===== src/pkg/amd_pkg.sv =====
// Package with address map constants and types for the address decoder.
package amd_pkg;

	// Operating modes chosen from the mode-select pins at reset.
	typedef enum logic [1:0] {
		AMD_MODE_NORMAL,
		AMD_MODE_FLASH,
		AMD_MODE_BAD
	} amd_mode_t;

	// Regions that a physical address can fall in.
	typedef enum logic [2:0] {
		AMD_REG_ROM,
		AMD_REG_RAM,
		AMD_REG_PERI,
		AMD_REG_EXT,
		AMD_REG_ERR
	} amd_region_t;

	// Access kinds issued by the core side.
	typedef enum logic [1:0] {
		AMD_ACC_FETCH,
		AMD_ACC_READ,
		AMD_ACC_WRITE
	} amd_acc_t;

	// Transfer sizes of a data access.
	typedef enum logic [1:0] {
		AMD_SZ_BYTE,
		AMD_SZ_HALF,
		AMD_SZ_WORD
	} amd_size_t;

	localparam int AMD_AW = 32;
	localparam int AMD_PW = 26;
	localparam int AMD_DW = 32;
	localparam logic [25:0] AMD_ROM_BASE = 26'h0000000;
	localparam logic [25:0] AMD_ROM_AREA_END = 26'h00FFFFF;
	localparam logic [25:0] AMD_ROM_END_BIG = 26'h003FFFF;
	localparam logic [25:0] AMD_ROM_END_SMALL = 26'h001FFFF;
	localparam logic [25:0] AMD_EXT_BASE = 26'h0100000;
	localparam logic [25:0] AMD_EXT_END = 26'h0FFFFFF;
	localparam logic [25:0] AMD_RAM_AREA_BASE = 26'h3FF0000;
	localparam logic [25:0] AMD_RAM_BASE = 26'h3FFB000;
	localparam logic [25:0] AMD_RAM_END_BIG = 26'h3FFEFFF;
	localparam logic [25:0] AMD_RAM_END_SMALL = 26'h3FFC7FF;
	localparam logic [25:0] AMD_PERI_BASE = 26'h3FFF000;
	localparam logic [25:0] AMD_PERI_END = 26'h3FFFFFF;
	localparam logic [31:0] AMD_RESET_ENTRY = 32'h00000000;
	localparam logic [31:0] AMD_FETCH_STEP = 32'h00000004;

endpackage


===== src/pkg/amd_if.sv =====
// Interface joining the core end and the address decoder end.
`timescale 1ns/1ps
interface amd_if;
	import amd_pkg::*;

	logic req;
	amd_pkg::amd_acc_t acc;
	amd_pkg::amd_size_t size;
	logic [31:0] addr;
	logic [31:0] wdata;
	logic peri_byte;
	logic ack;
	logic err;
	amd_pkg::amd_region_t region;
	logic [31:0] rdata;

	// Core end issues requests.
	modport core
	(
		output req,
		output acc,
		output size,
		output addr,
		output wdata,
		output peri_byte,
		input ack,
		input err,
		input region,
		input rdata
	);

	// Decoder end answers them.
	modport dec
	(
		input req,
		input acc,
		input size,
		input addr,
		input wdata,
		input peri_byte,
		output ack,
		output err,
		output region,
		output rdata
	);
endinterface


===== src/rtl/amd_decoder.sv =====
// Address decoder end: mode capture, wraparound, region decode, I/O split.
// How it works
// - Capture mode from pins after reset release.
// - Pin a held low for normal mode.
// - Pin a held high with pin b low for self-programming.
// - Mode pins stay fixed during operation.
// - Data ignores address bits 31 to 26.
// - PC upper six bits stay zero.
// - Fetch address wraps modulo 64 MB.
// - Operand address overflow is truncated.
// - Sign-extend bit 25 for physical data.
// - Peripheral region decoded, fetches refused.
// - Low ROM writes go external.
// - ROM size by variant, rest prohibited.
// - RAM size by variant, rest prohibited.
// - External area 0100000H to 0FFFFFFH.
// - Word peripheral access: two halves, low first.
// - Byte register halfword read: upper undefined.
// - Byte register halfword write keeps low byte.
// - Software avoids undefined peripheral addresses.
// - Normal mode starts fetching at reset entry.
`timescale 1ns/1ps
module amd_decoder
#(
	parameter bit BIG_VARIANT = 1'b1
)
(
	input wire logic CLK_IN,
	input wire logic RST_B_IN,
	input wire logic CE_IN,
	input wire logic MODE_SELECT_PIN_A_IN,
	input wire logic MODE_SELECT_PIN_B_IN,
	amd_if.dec BUS,
	output amd_pkg::amd_mode_t MODE_OUT,
	output logic MODE_VALID_OUT,
	output logic [25:0] PHYS_ADDR_OUT,
	output logic [31:0] SIGNEXT_ADDR_OUT,
	output logic MEM_STB_OUT,
	output logic MEM_WE_OUT,
	output amd_pkg::amd_region_t MEM_REGION_OUT,
	output logic [15:0] MEM_WDATA_OUT,
	input wire logic [15:0] MEM_RDATA_IN
);
	import amd_pkg::*;

	typedef enum logic [1:0] {ST_IDLE, ST_ONE, ST_LOW, ST_HIGH} amd_st_t;

	amd_st_t st_r;
	amd_st_t st_nxt;
	logic [25:0] phys;
	logic [25:0] rom_end;
	logic [25:0] ram_end;
	logic in_rom_area;
	logic in_rom;
	logic in_ram_area;
	logic in_ram;
	logic in_peri;
	logic in_ext;
	logic is_write;
	logic bad;
	logic split;
	amd_region_t region;
	logic [15:0] lo_hold_r;
	logic [15:0] rd_fix;
	logic [15:0] wr_fix;
	logic take;
	logic err_held;

	// Only the low 26 bits reach the map, so data images alias.
	assign phys = BUS.addr[25:0];
	assign rom_end = BIG_VARIANT ? AMD_ROM_END_BIG : AMD_ROM_END_SMALL;
	assign ram_end = BIG_VARIANT ? AMD_RAM_END_BIG : AMD_RAM_END_SMALL;
	assign is_write = (BUS.acc == AMD_ACC_WRITE);

	// Region compares on the physical address.
	assign in_rom_area = (phys <= AMD_ROM_AREA_END);
	assign in_rom = (phys <= rom_end);
	assign in_ext = (phys >= AMD_EXT_BASE) && (phys <= AMD_EXT_END);
	assign in_ram_area = (phys >= AMD_RAM_AREA_BASE) && (phys < AMD_PERI_BASE);
	assign in_ram = (phys >= AMD_RAM_BASE) && (phys <= ram_end);
	assign in_peri = (phys >= AMD_PERI_BASE);

	// Writes to the ROM area bypass the ROM, so they are never prohibited.
	always_comb
	begin
		region = AMD_REG_ERR;
		if (in_rom_area && is_write)
			region = AMD_REG_EXT;
		else if (in_rom_area && in_rom)
			region = AMD_REG_ROM;
		else if (in_ext)
			region = AMD_REG_EXT;
		else if (in_ram_area && in_ram)
			region = AMD_REG_RAM;
		else if (in_peri && BUS.acc != AMD_ACC_FETCH)
			region = AMD_REG_PERI;
	end

	assign bad = (region == AMD_REG_ERR);
	assign split = (region == AMD_REG_PERI) && (BUS.size == AMD_SZ_WORD);
	// A request is taken only when idle and the mode is known.
	assign take = (st_r == ST_IDLE) && BUS.req && MODE_VALID_OUT;
	// The error answer follows the region stored when the request was taken.
	assign err_held = (MEM_REGION_OUT == AMD_REG_ERR);

	// Byte-wide register: upper read byte undefined, here forced to zero.
	assign rd_fix = BUS.peri_byte ? {8'h00, MEM_RDATA_IN[7:0]} :
		MEM_RDATA_IN;
	assign wr_fix = BUS.peri_byte ? {8'h00, BUS.wdata[7:0]} :
		BUS.wdata[15:0];

	// Sequencer: word peripheral access takes two halfword beats.
	// A single beat answers one cycle after its strobe, because the memory
	// data only settles once the address register holds the new address.
	always_comb
	begin
		st_nxt = st_r;
		unique case (st_r)
			ST_IDLE:
				if (take)
					st_nxt = split ? ST_LOW : ST_ONE;
			ST_ONE:
				st_nxt = ST_IDLE;
			ST_LOW:
				st_nxt = ST_HIGH;
			ST_HIGH:
				st_nxt = ST_IDLE;
		endcase
	end

	// Mode is latched one cycle after release, never from reset itself.
	always_ff @(posedge CLK_IN or negedge RST_B_IN)
	begin
		if (!RST_B_IN)
		begin
			MODE_OUT <= AMD_MODE_NORMAL;
			MODE_VALID_OUT <= 1'b0;
		end
		else if (CE_IN && !MODE_VALID_OUT)
		begin
			MODE_VALID_OUT <= 1'b1;
			if (!MODE_SELECT_PIN_A_IN)
				MODE_OUT <= AMD_MODE_NORMAL;
			else if (!MODE_SELECT_PIN_B_IN)
				MODE_OUT <= AMD_MODE_FLASH;
			else
				MODE_OUT <= AMD_MODE_BAD;
		end
	end

	// Bus answer and memory strobe; address, region and write data registered at take.
	always_ff @(posedge CLK_IN or negedge RST_B_IN)
	begin
		if (!RST_B_IN)
		begin
			st_r <= ST_IDLE;
			lo_hold_r <= 16'h0000;
			BUS.ack <= 1'b0;
			BUS.err <= 1'b0;
			BUS.region <= AMD_REG_ERR;
			BUS.rdata <= 32'h00000000;
			PHYS_ADDR_OUT <= 26'h0000000;
			SIGNEXT_ADDR_OUT <= 32'h00000000;
			MEM_STB_OUT <= 1'b0;
			MEM_WE_OUT <= 1'b0;
			MEM_REGION_OUT <= AMD_REG_ERR;
			MEM_WDATA_OUT <= 16'h0000;
		end
		else if (CE_IN)
		begin
			st_r <= st_nxt;
			BUS.ack <= 1'b0;
			BUS.err <= 1'b0;
			MEM_STB_OUT <= 1'b0;
			if (take)
			begin
				BUS.region <= region;
				PHYS_ADDR_OUT <= {phys[25:2], split ? 2'h0 : phys[1:0]};
				SIGNEXT_ADDR_OUT <= {{6{phys[25]}}, phys};
				MEM_REGION_OUT <= region;
				MEM_WE_OUT <= is_write;
				MEM_WDATA_OUT <= wr_fix;
				MEM_STB_OUT <= !bad;
			end
			else if (st_r == ST_ONE)
			begin
				// Memory data of the single beat stands now, not at take.
				BUS.ack <= 1'b1;
				BUS.err <= err_held;
				BUS.rdata <= {16'h0000, rd_fix};
			end
			else if (st_r == ST_LOW)
			begin
				// Low half is read back now; the high beat is launched.
				lo_hold_r <= rd_fix;
				PHYS_ADDR_OUT <= {PHYS_ADDR_OUT[25:2], 2'h2};
				MEM_WDATA_OUT <= BUS.wdata[31:16];
				MEM_STB_OUT <= 1'b1;
			end
			else if (st_r == ST_HIGH)
			begin
				// High half joins the held low half in one answer.
				BUS.ack <= 1'b1;
				BUS.rdata <= {rd_fix, lo_hold_r};
			end
		end
	end

endmodule


===== src/flat_wrapper.sv =====
// flat-port wrapper written by rule: the top's interface ports become plain ports
module amd_decoder_flat import amd_pkg::*;
#(
	parameter bit BIG_VARIANT = 1'b1
)
  (CLK_IN, RST_B_IN, CE_IN, MODE_SELECT_PIN_A_IN, MODE_SELECT_PIN_B_IN, MODE_OUT, MODE_VALID_OUT, PHYS_ADDR_OUT, SIGNEXT_ADDR_OUT, MEM_STB_OUT, MEM_WE_OUT, MEM_REGION_OUT, MEM_WDATA_OUT, MEM_RDATA_IN, BUS_req, BUS_acc, BUS_size, BUS_addr, BUS_wdata, BUS_peri_byte, BUS_ack, BUS_err, BUS_region, BUS_rdata);
  amd_if BUS_i ();
  input wire logic CLK_IN;
  input wire logic RST_B_IN;
  input wire logic CE_IN;
  input wire logic MODE_SELECT_PIN_A_IN;
  input wire logic MODE_SELECT_PIN_B_IN;
  output amd_pkg::amd_mode_t MODE_OUT;
  output logic MODE_VALID_OUT;
  output logic [25:0] PHYS_ADDR_OUT;
  output logic [31:0] SIGNEXT_ADDR_OUT;
  output logic MEM_STB_OUT;
  output logic MEM_WE_OUT;
  output amd_pkg::amd_region_t MEM_REGION_OUT;
  output logic [15:0] MEM_WDATA_OUT;
  input wire logic [15:0] MEM_RDATA_IN;
  input wire logic [$bits(BUS_i.req)-1:0] BUS_req;
  input wire logic [$bits(BUS_i.acc)-1:0] BUS_acc;
  input wire logic [$bits(BUS_i.size)-1:0] BUS_size;
  input wire logic [$bits(BUS_i.addr)-1:0] BUS_addr;
  input wire logic [$bits(BUS_i.wdata)-1:0] BUS_wdata;
  input wire logic [$bits(BUS_i.peri_byte)-1:0] BUS_peri_byte;
  output wire logic [$bits(BUS_i.ack)-1:0] BUS_ack;
  output wire logic [$bits(BUS_i.err)-1:0] BUS_err;
  output wire logic [$bits(BUS_i.region)-1:0] BUS_region;
  output wire logic [$bits(BUS_i.rdata)-1:0] BUS_rdata;
  assign BUS_i.req = BUS_req;
  assign BUS_i.acc = BUS_acc;
  assign BUS_i.size = BUS_size;
  assign BUS_i.addr = BUS_addr;
  assign BUS_i.wdata = BUS_wdata;
  assign BUS_i.peri_byte = BUS_peri_byte;
  assign BUS_ack = BUS_i.ack;
  assign BUS_err = BUS_i.err;
  assign BUS_region = BUS_i.region;
  assign BUS_rdata = BUS_i.rdata;
  amd_decoder #(.BIG_VARIANT(BIG_VARIANT)) u_core (.CLK_IN(CLK_IN), .RST_B_IN(RST_B_IN), .CE_IN(CE_IN), .MODE_SELECT_PIN_A_IN(MODE_SELECT_PIN_A_IN), .MODE_SELECT_PIN_B_IN(MODE_SELECT_PIN_B_IN), .BUS(BUS_i), .MODE_OUT(MODE_OUT), .MODE_VALID_OUT(MODE_VALID_OUT), .PHYS_ADDR_OUT(PHYS_ADDR_OUT), .SIGNEXT_ADDR_OUT(SIGNEXT_ADDR_OUT), .MEM_STB_OUT(MEM_STB_OUT), .MEM_WE_OUT(MEM_WE_OUT), .MEM_REGION_OUT(MEM_REGION_OUT), .MEM_WDATA_OUT(MEM_WDATA_OUT), .MEM_RDATA_IN(MEM_RDATA_IN));
endmodule

===== config.mk =====
export PLATFORM = sky130hd
export DESIGN_NAME = amd_decoder_flat
export DESIGN_NICKNAME = d
export VERILOG_FILES = /design/src/pkg/amd_pkg.sv /design/src/pkg/amd_if.sv /design/src/rtl/amd_decoder.sv /design/src/flat_wrapper.sv
export SDC_FILE = /design/constraint.sdc
export NUM_CORES = 1
export LEC_CHECK = 0
export BUFFER_PORTS_ARGS = -buffer_cell sky130_fd_sc_hd__buf_2
export CAP_MARGIN = 40
export CORE_ASPECT_RATIO = 0.5
export CORE_MARGIN = 2
export CORE_UTILIZATION = 49
export CTS_CLUSTER_DIAMETER = 60
export DETAILED_ROUTE_END_ITERATION = 7
export GPL_ROUTABILITY_DRIVEN = 0
export PLACE_DENSITY = 0.79
export SYNTH_ARGS = -nofsm -noshare
export SYNTH_HDL_FRONTEND = slang
export SYNTH_SLANG_ARGS = --single-unit

===== constraint.sdc =====
create_clock -name CLK_IN -period 1.8 [get_ports CLK_IN]
set_input_delay 0.36 -clock CLK_IN [delete_from_list [all_inputs] [get_ports CLK_IN]]
set_output_delay 0.36 -clock CLK_IN [all_outputs]
set_load 0.03 [all_outputs]

Word-level counts from Yosys, hierarchy flattened:

Index checks and enable logic that the tools add are counted.

* order comparisons: 9
* eq/ne operators: 11
* mux-type cells: 31
* bitwise gates (word level): 2
* reduce and logical (&&, ||, !) cells: 23

Operator list (number)
* 2-to-1 mux 32 bit: 3
* 2-to-1 mux 16 bit: 5
* >= comparator 26 bit (second input constant): 3
* 2-to-1 mux 26 bit: 2
* >= comparator 26 x 21 -> 1 bit (second input constant): 1
* <= comparator 26 x 18 -> 1 bit (second input constant): 1
* <= comparator 26 x 20 -> 1 bit (second input constant): 1
* <= comparator 26 x 24 -> 1 bit (second input constant): 1
* <= comparator 26 bit (second input constant): 1
* < comparator 26 bit (second input constant): 1
* 2-to-1 mux 3 bit: 5
* 2-to-1 mux 2 bit: 6
* logical AND 1 bit: 11
* 2-to-1 mux 1 bit: 9
* == test 2 bit (second input constant): 4
* AND reduction 4 bit: 2
* == test 3 bit (second input constant): 2
* inequality test 2 x 1 -> 1 bit (second input constant): 3
* case mux 2 bit (3 select lines): 1
* nonzero test 2 bit: 3
* AND reduction 2 bit: 2
* == test 3 x 2 -> 1 bit (second input constant): 1
* AND reduction 3 bit: 1
* == test 2 x 1 -> 1 bit (second input constant): 1
* 4 further kinds: 6

* register bits after elaboration: 128
* logic and storage cells: 90

Logic depth before layout (Yosys ltp):

* depth in word-level cells: 12
* mapped depth: 7

Least setup slack after synthesis:

OpenSTA, ideal clock, no wires.

* kind: register to register
* start point: register u_core.MODE_VALID_OUT
* end point: register u_core.MEM_WDATA_OUT[13]
* setup time: 0.132 ns
* arrival: 1.483 ns
* data required time: 1.668 ns
* slack: 0.185 ns
* cell stages (with the launch flop): 6
* buffers on the path: 1
* clock period less this slack: 1.615 ns
* cell sequence: dfrtp_1 nand2_1 nor3_4 buf_6 mux2i_1 o21ai_1

* word-level cells in the longest chain between the ends: 3

RTL lines
* start: declaration: line amd_decoder.sv:35 `output logic MODE_VALID_OUT,`
* start signal: assignment: line amd_decoder.sv:137 `MODE_VALID_OUT <= 1'b0;`
* start signal: assignment: line amd_decoder.sv:141 `MODE_VALID_OUT <= 1'b1;`
* logical AND 1 bit (*): line amd_decoder.sv:102 `assign take = (st_r == ST_IDLE) && BUS.req && MODE_VALID_OUT;`
* inequality test 2 x 1 -> 1 bit (no line) or nonzero test 2 bit (tied branches)
* AND reduction 3 bit (no line)
* end signal: assignment: line amd_decoder.sv:182 `MEM_WDATA_OUT <= wr_fix;`
* end signal: assignment: line amd_decoder.sv:197 `MEM_WDATA_OUT <= BUS.wdata[31:16];`
* end: declaration: line amd_decoder.sv:41 `output logic [15:0] MEM_WDATA_OUT,`

Every way passes the cells marked *; elsewhere a longest branch is shown, timed or not.
A chain may end at the register's enable or synchronous reset.

Worst setup path after layout:

* start point: register u_core.st_r[0]
* end point: register u_core.PHYS_ADDR_OUT[3]

* word-level cells in the longest chain between the ends: 4

RTL lines
* start: declaration: line amd_decoder.sv:48 `amd_st_t st_r;`
* start signal: assignment: line amd_decoder.sv:171 `st_r <= st_nxt;`
* zero test 2 bit (*): line amd_decoder.sv:102
* logical AND 1 bit (*) (2 in series): line amd_decoder.sv:102
* 2-to-1 mux 26 bit or AND reduction 2 bit (tied branches)
* end signal: assignment: line amd_decoder.sv:178 `PHYS_ADDR_OUT <= {phys[25:2], split ? 2'h0 : phys[1:0]};`
* end signal: assignment: line amd_decoder.sv:196 `PHYS_ADDR_OUT <= {PHYS_ADDR_OUT[25:2], 2'h2};`
* end: declaration: line amd_decoder.sv:36 `output logic [25:0] PHYS_ADDR_OUT,`

Marks and branches as above.

==> reports/results.tsv <==
stage	metric	value	unit
status	status	finished, final reports clean	
synth	EDFF count, synth	0	
placed_design	Port-buffer cells	203	
final_layout	# fillers	842	
clock_network	# Post-CTS Setup Buffers	0	
synth	Syn Inst Count	529	
placed_design	Place WS	111	ps
setup_path	worst r2r dst	u_core.PHYS_ADDR_OUT[3]	
grt	largest net degree at the start of global routing	57	
sta	worst slew pin tran	462	ps
clock_network	TritonCTS clock tree	built	
routing	DR WL/cell	14.4	µm
sta	clk_skew	7.50	ps
final_layout	most common cell after layout, fill and taps aside	buf_2	
flow_run	max-cap violations	0	
grt	routing usage on met1	0.278	
clock_network	latest clock arrival within the worst-skew pair	400	ps
grt	vias in the first global route	4423	
final_layout	Reg area	3200	µm²
routing	# DRC	0	
grt	met3 Resource Use GR	0.0694	
final_layout	Antenna diodes	0	
setup_path	Setup Crit Path Kind	register to register	
grt	grt met2 use	0.388	
hold_path	Hold/Removal Path Class	primary input to register	
setup_path	Worst setup SP type	register	
sta	max frequency	0.598	GHz
hold_path	Min-Delay Endpoint	u_core.PHYS_ADDR_OUT[8]	
synth	YS warnings	0	
sta	setup TNS	0	ps
placed_design	Final HPWL DP	8990	µm
synth	post-synthesis cell area	5350	µm²
synth	Primary FF master, synth	dfrtp_1	
grt	Tot GR Track Use	0.231	
power_and_ir_drop	Power, Total	0.00993	W
hold_path	Hold Path Origin	BUS_addr[8]	
grt	gr busiest metal	met2	
floorplanning	I/O Pins	210	
floorplanning	Core Area	10400	µm²
routing	initial drt markers	171	
power_and_ir_drop	Max VDD drop	694	µV
synth	Syn Nets	620	
synth	post-synth cell types	40	
floorplanning	FP Rows	26	
sta	fin crit share	0.929	
sta	min cycle time layout	1670	ps
sta	unrepaired setup endpoints after global routing	false	
floorplanning	chip width	152	µm
grt	grt total ovfl	0	
hold_path	hold-critical path depth	3	
final_layout	Layout area overhead	31.8	%
synth	syn_area_per_cell	10.1	µm²
final_layout	Design Area, Final	7040	µm²
power_and_ir_drop	pwr dens	1410	nW/µm²
setup_path	reg-to-reg slack, setup	130	ps
clock_network	H-tree depth	4	
setup_path	worst-path fanout max	56	
final_layout	fin cells	877	
final_layout	most frequent cells in the layout	buf_2 (202), nand2_1 (192), dfrtp_1 (127), o21ai_0 (46), mux2i_1 (24)	
floorplanning	Initial Utilization	0.513	
grt	initial antenna violation count	0	
final_layout	nets@finish	817	
final_layout	layout cells sized above 1	0.360	
routing	Routed Antenna Nets	0	
synth	Seq cells post-synth	128	
placed_design	placed cell area	6470	µm²
routing	drt first pass iters	4	
routing	Via density	4.92	
clock_network	root buffer cell	clkbuf_16	
routing	vias	4311	
synth	sequential fraction of the synthesis area	0.599	
setup_path	R2R cell count	5	
clock_network	clk slew on worst S/H paths	60	ps
sta	final setup margin	128	ps
setup_path	reg2reg start	u_core.st_r[0]	
floorplanning	DIE HEIGHT	77.9	µm
floorplanning	Die Footprint	11800	µm²
setup_path	CP arrival	1960	ps
final_layout	footprint of the multi-input gates	1900	µm²
sta	Final Max Tran Viols	0	
synth	Async S/R FF share, synth	1.00	
setup_path	Crit path required time	2090	ps
clock_network	clock sinks	128	
setup_path	kind of end point of the critical path	register	
sta	Hold Vio Cnt, Final	0	
clock_network	clock buffer count from CTS	17	
placed_design	Placed Cells	846	
sta	Rel. slew slack	0.690	
power_and_ir_drop	Pleak	3.82	nW
clock_network	CTS Buffer Depth	2	
routing	final WL	12600	µm
grt	first-pass GRT wire length	21200	µm
sta	Setup violations, final	0	
## layout make-up
type / count / area share
Multi-Input combinational cell: 360 / 0.270
Sequential cell: 128 / 0.455
Tap cell: 140 / 0.0249
Clock inverter: 5 / 0.00764
Inverter: 3 / 0.00160
Timing Repair Buffer: 216 / 0.169
Clock buffer: 25 / 0.0718
## cell families after synthesis
| group | share of synthesized area |
|---|---|
| buffers and inverters | 0.0485 |
| flip-flops | 0.599 |
| AO/OA/AOI/OAI | 0.0904 |
| XOR/XNOR | 0.00164 |
| AND/OR/NAND/NOR | 0.196 |
| multiplexers | 0.0639 |
## layer usage
layer | up-vias | part of all wire
met5 | - | 0
met4 | 0 | 0.022
met3 | 25 | 0.055
met2 | 113 | 0.50
met1 | 2041 | 0.43
li1 | 2132 | -
## where the power goes
part | switching (W) | leakage (nW) | total, W | internal [W]
Clock | 0.00117 | 0.279 | 0.00323 | 0.00206
Sequential | 0.000317 | 1.65 | 0.00377 | 0.00345
Combinational | 0.00209 | 1.89 | 0.00292 | 0.000832
## synthesized netlist by cell type (2+ instances only)
cell | count | area share
nand2_1 | 193 | 0.14
dfrtp_1 | 127 | 0.59
o21ai_0 | 46 | 0.043
mux2i_1 | 24 | 0.045
a21oi_1 | 12 | 0.011
buf_2 | 12 | 0.011
nand2b_1 | 11 | 0.013
o21ai_1 | 11 | 0.010
buf_4 | 10 | 0.014
clkbuf_1 | 9 | 0.0063
mux2_2 | 9 | 0.019
nor2b_1 | 9 | 0.011
a22o_1 | 8 | 0.013
nor2_1 | 8 | 0.0056
buf_6 | 7 | 0.015
and2_1 | 3 | 0.0035
inv_1 | 3 | 0.0021
nand3_1 | 2 | 0.0019
nand4_1 | 2 | 0.0023
nor4_1 | 2 | 0.0023
or2_2 | 2 | 0.0023
## per-stage QoR
step / hold slack (ps) / util
after floorplan: 64.4 / -
after global placement: 325 / 0.621
after detailed placement: 336 / 0.621
after CTS: 151 / 0.676
after global routing: 172 / 0.677
final: 163 / 0.677
## repair_timing
action,4_1_cts,5_1_grt
gates resized for setup,0,1
setup endpoints to repair,0,2
hold buffers,1,0
hold endpoints to repair,30,0
## state kept, by name, summed over array words and instances (netlist names), 2 cells and up
| signal | count |
|---|---|
| u_core.MEM_WDATA_OUT | 16 |
| u_core.lo_hold_r | 16 |
| u_core.PHYS_ADDR_OUT | 26 |
| u_core.st_r | 2 |
| u_core.MODE_OUT | 2 |
| u_core.BUS.rdata | 32 |
| u_core.BUS.region | 3 |
| u_core.SIGNEXT_ADDR_OUT | 26 |
## worst max-delay path, stage by stage, from the launching register on
cell and delay, ps:
dfrtp_1 480, nand2b_4 190, or3_2 490, buf_12 210
nand2_1 110, nand2_1 70
## how the worst max path moves through the flow
stage	start	end	slack, ps	cells past startpoint
final	u_core.st_r[0]	u_core.PHYS_ADDR_OUT[3]	130	5
after global routing	u_core.st_r[0]	u_core.MEM_WE_OUT	60	5
after CTS	u_core.st_r[1]	u_core.BUS.rdata[24]	120	3
after detailed placement	BUS_addr[22]	u_core.MEM_STB_OUT	110	5
after global placement	BUS_addr[22]	u_core.MEM_STB_OUT	120	5
after floorplan	u_core.MODE_VALID_OUT	u_core.MEM_WDATA_OUT[13]	190	5
Power figures use the tool's default switching activity.
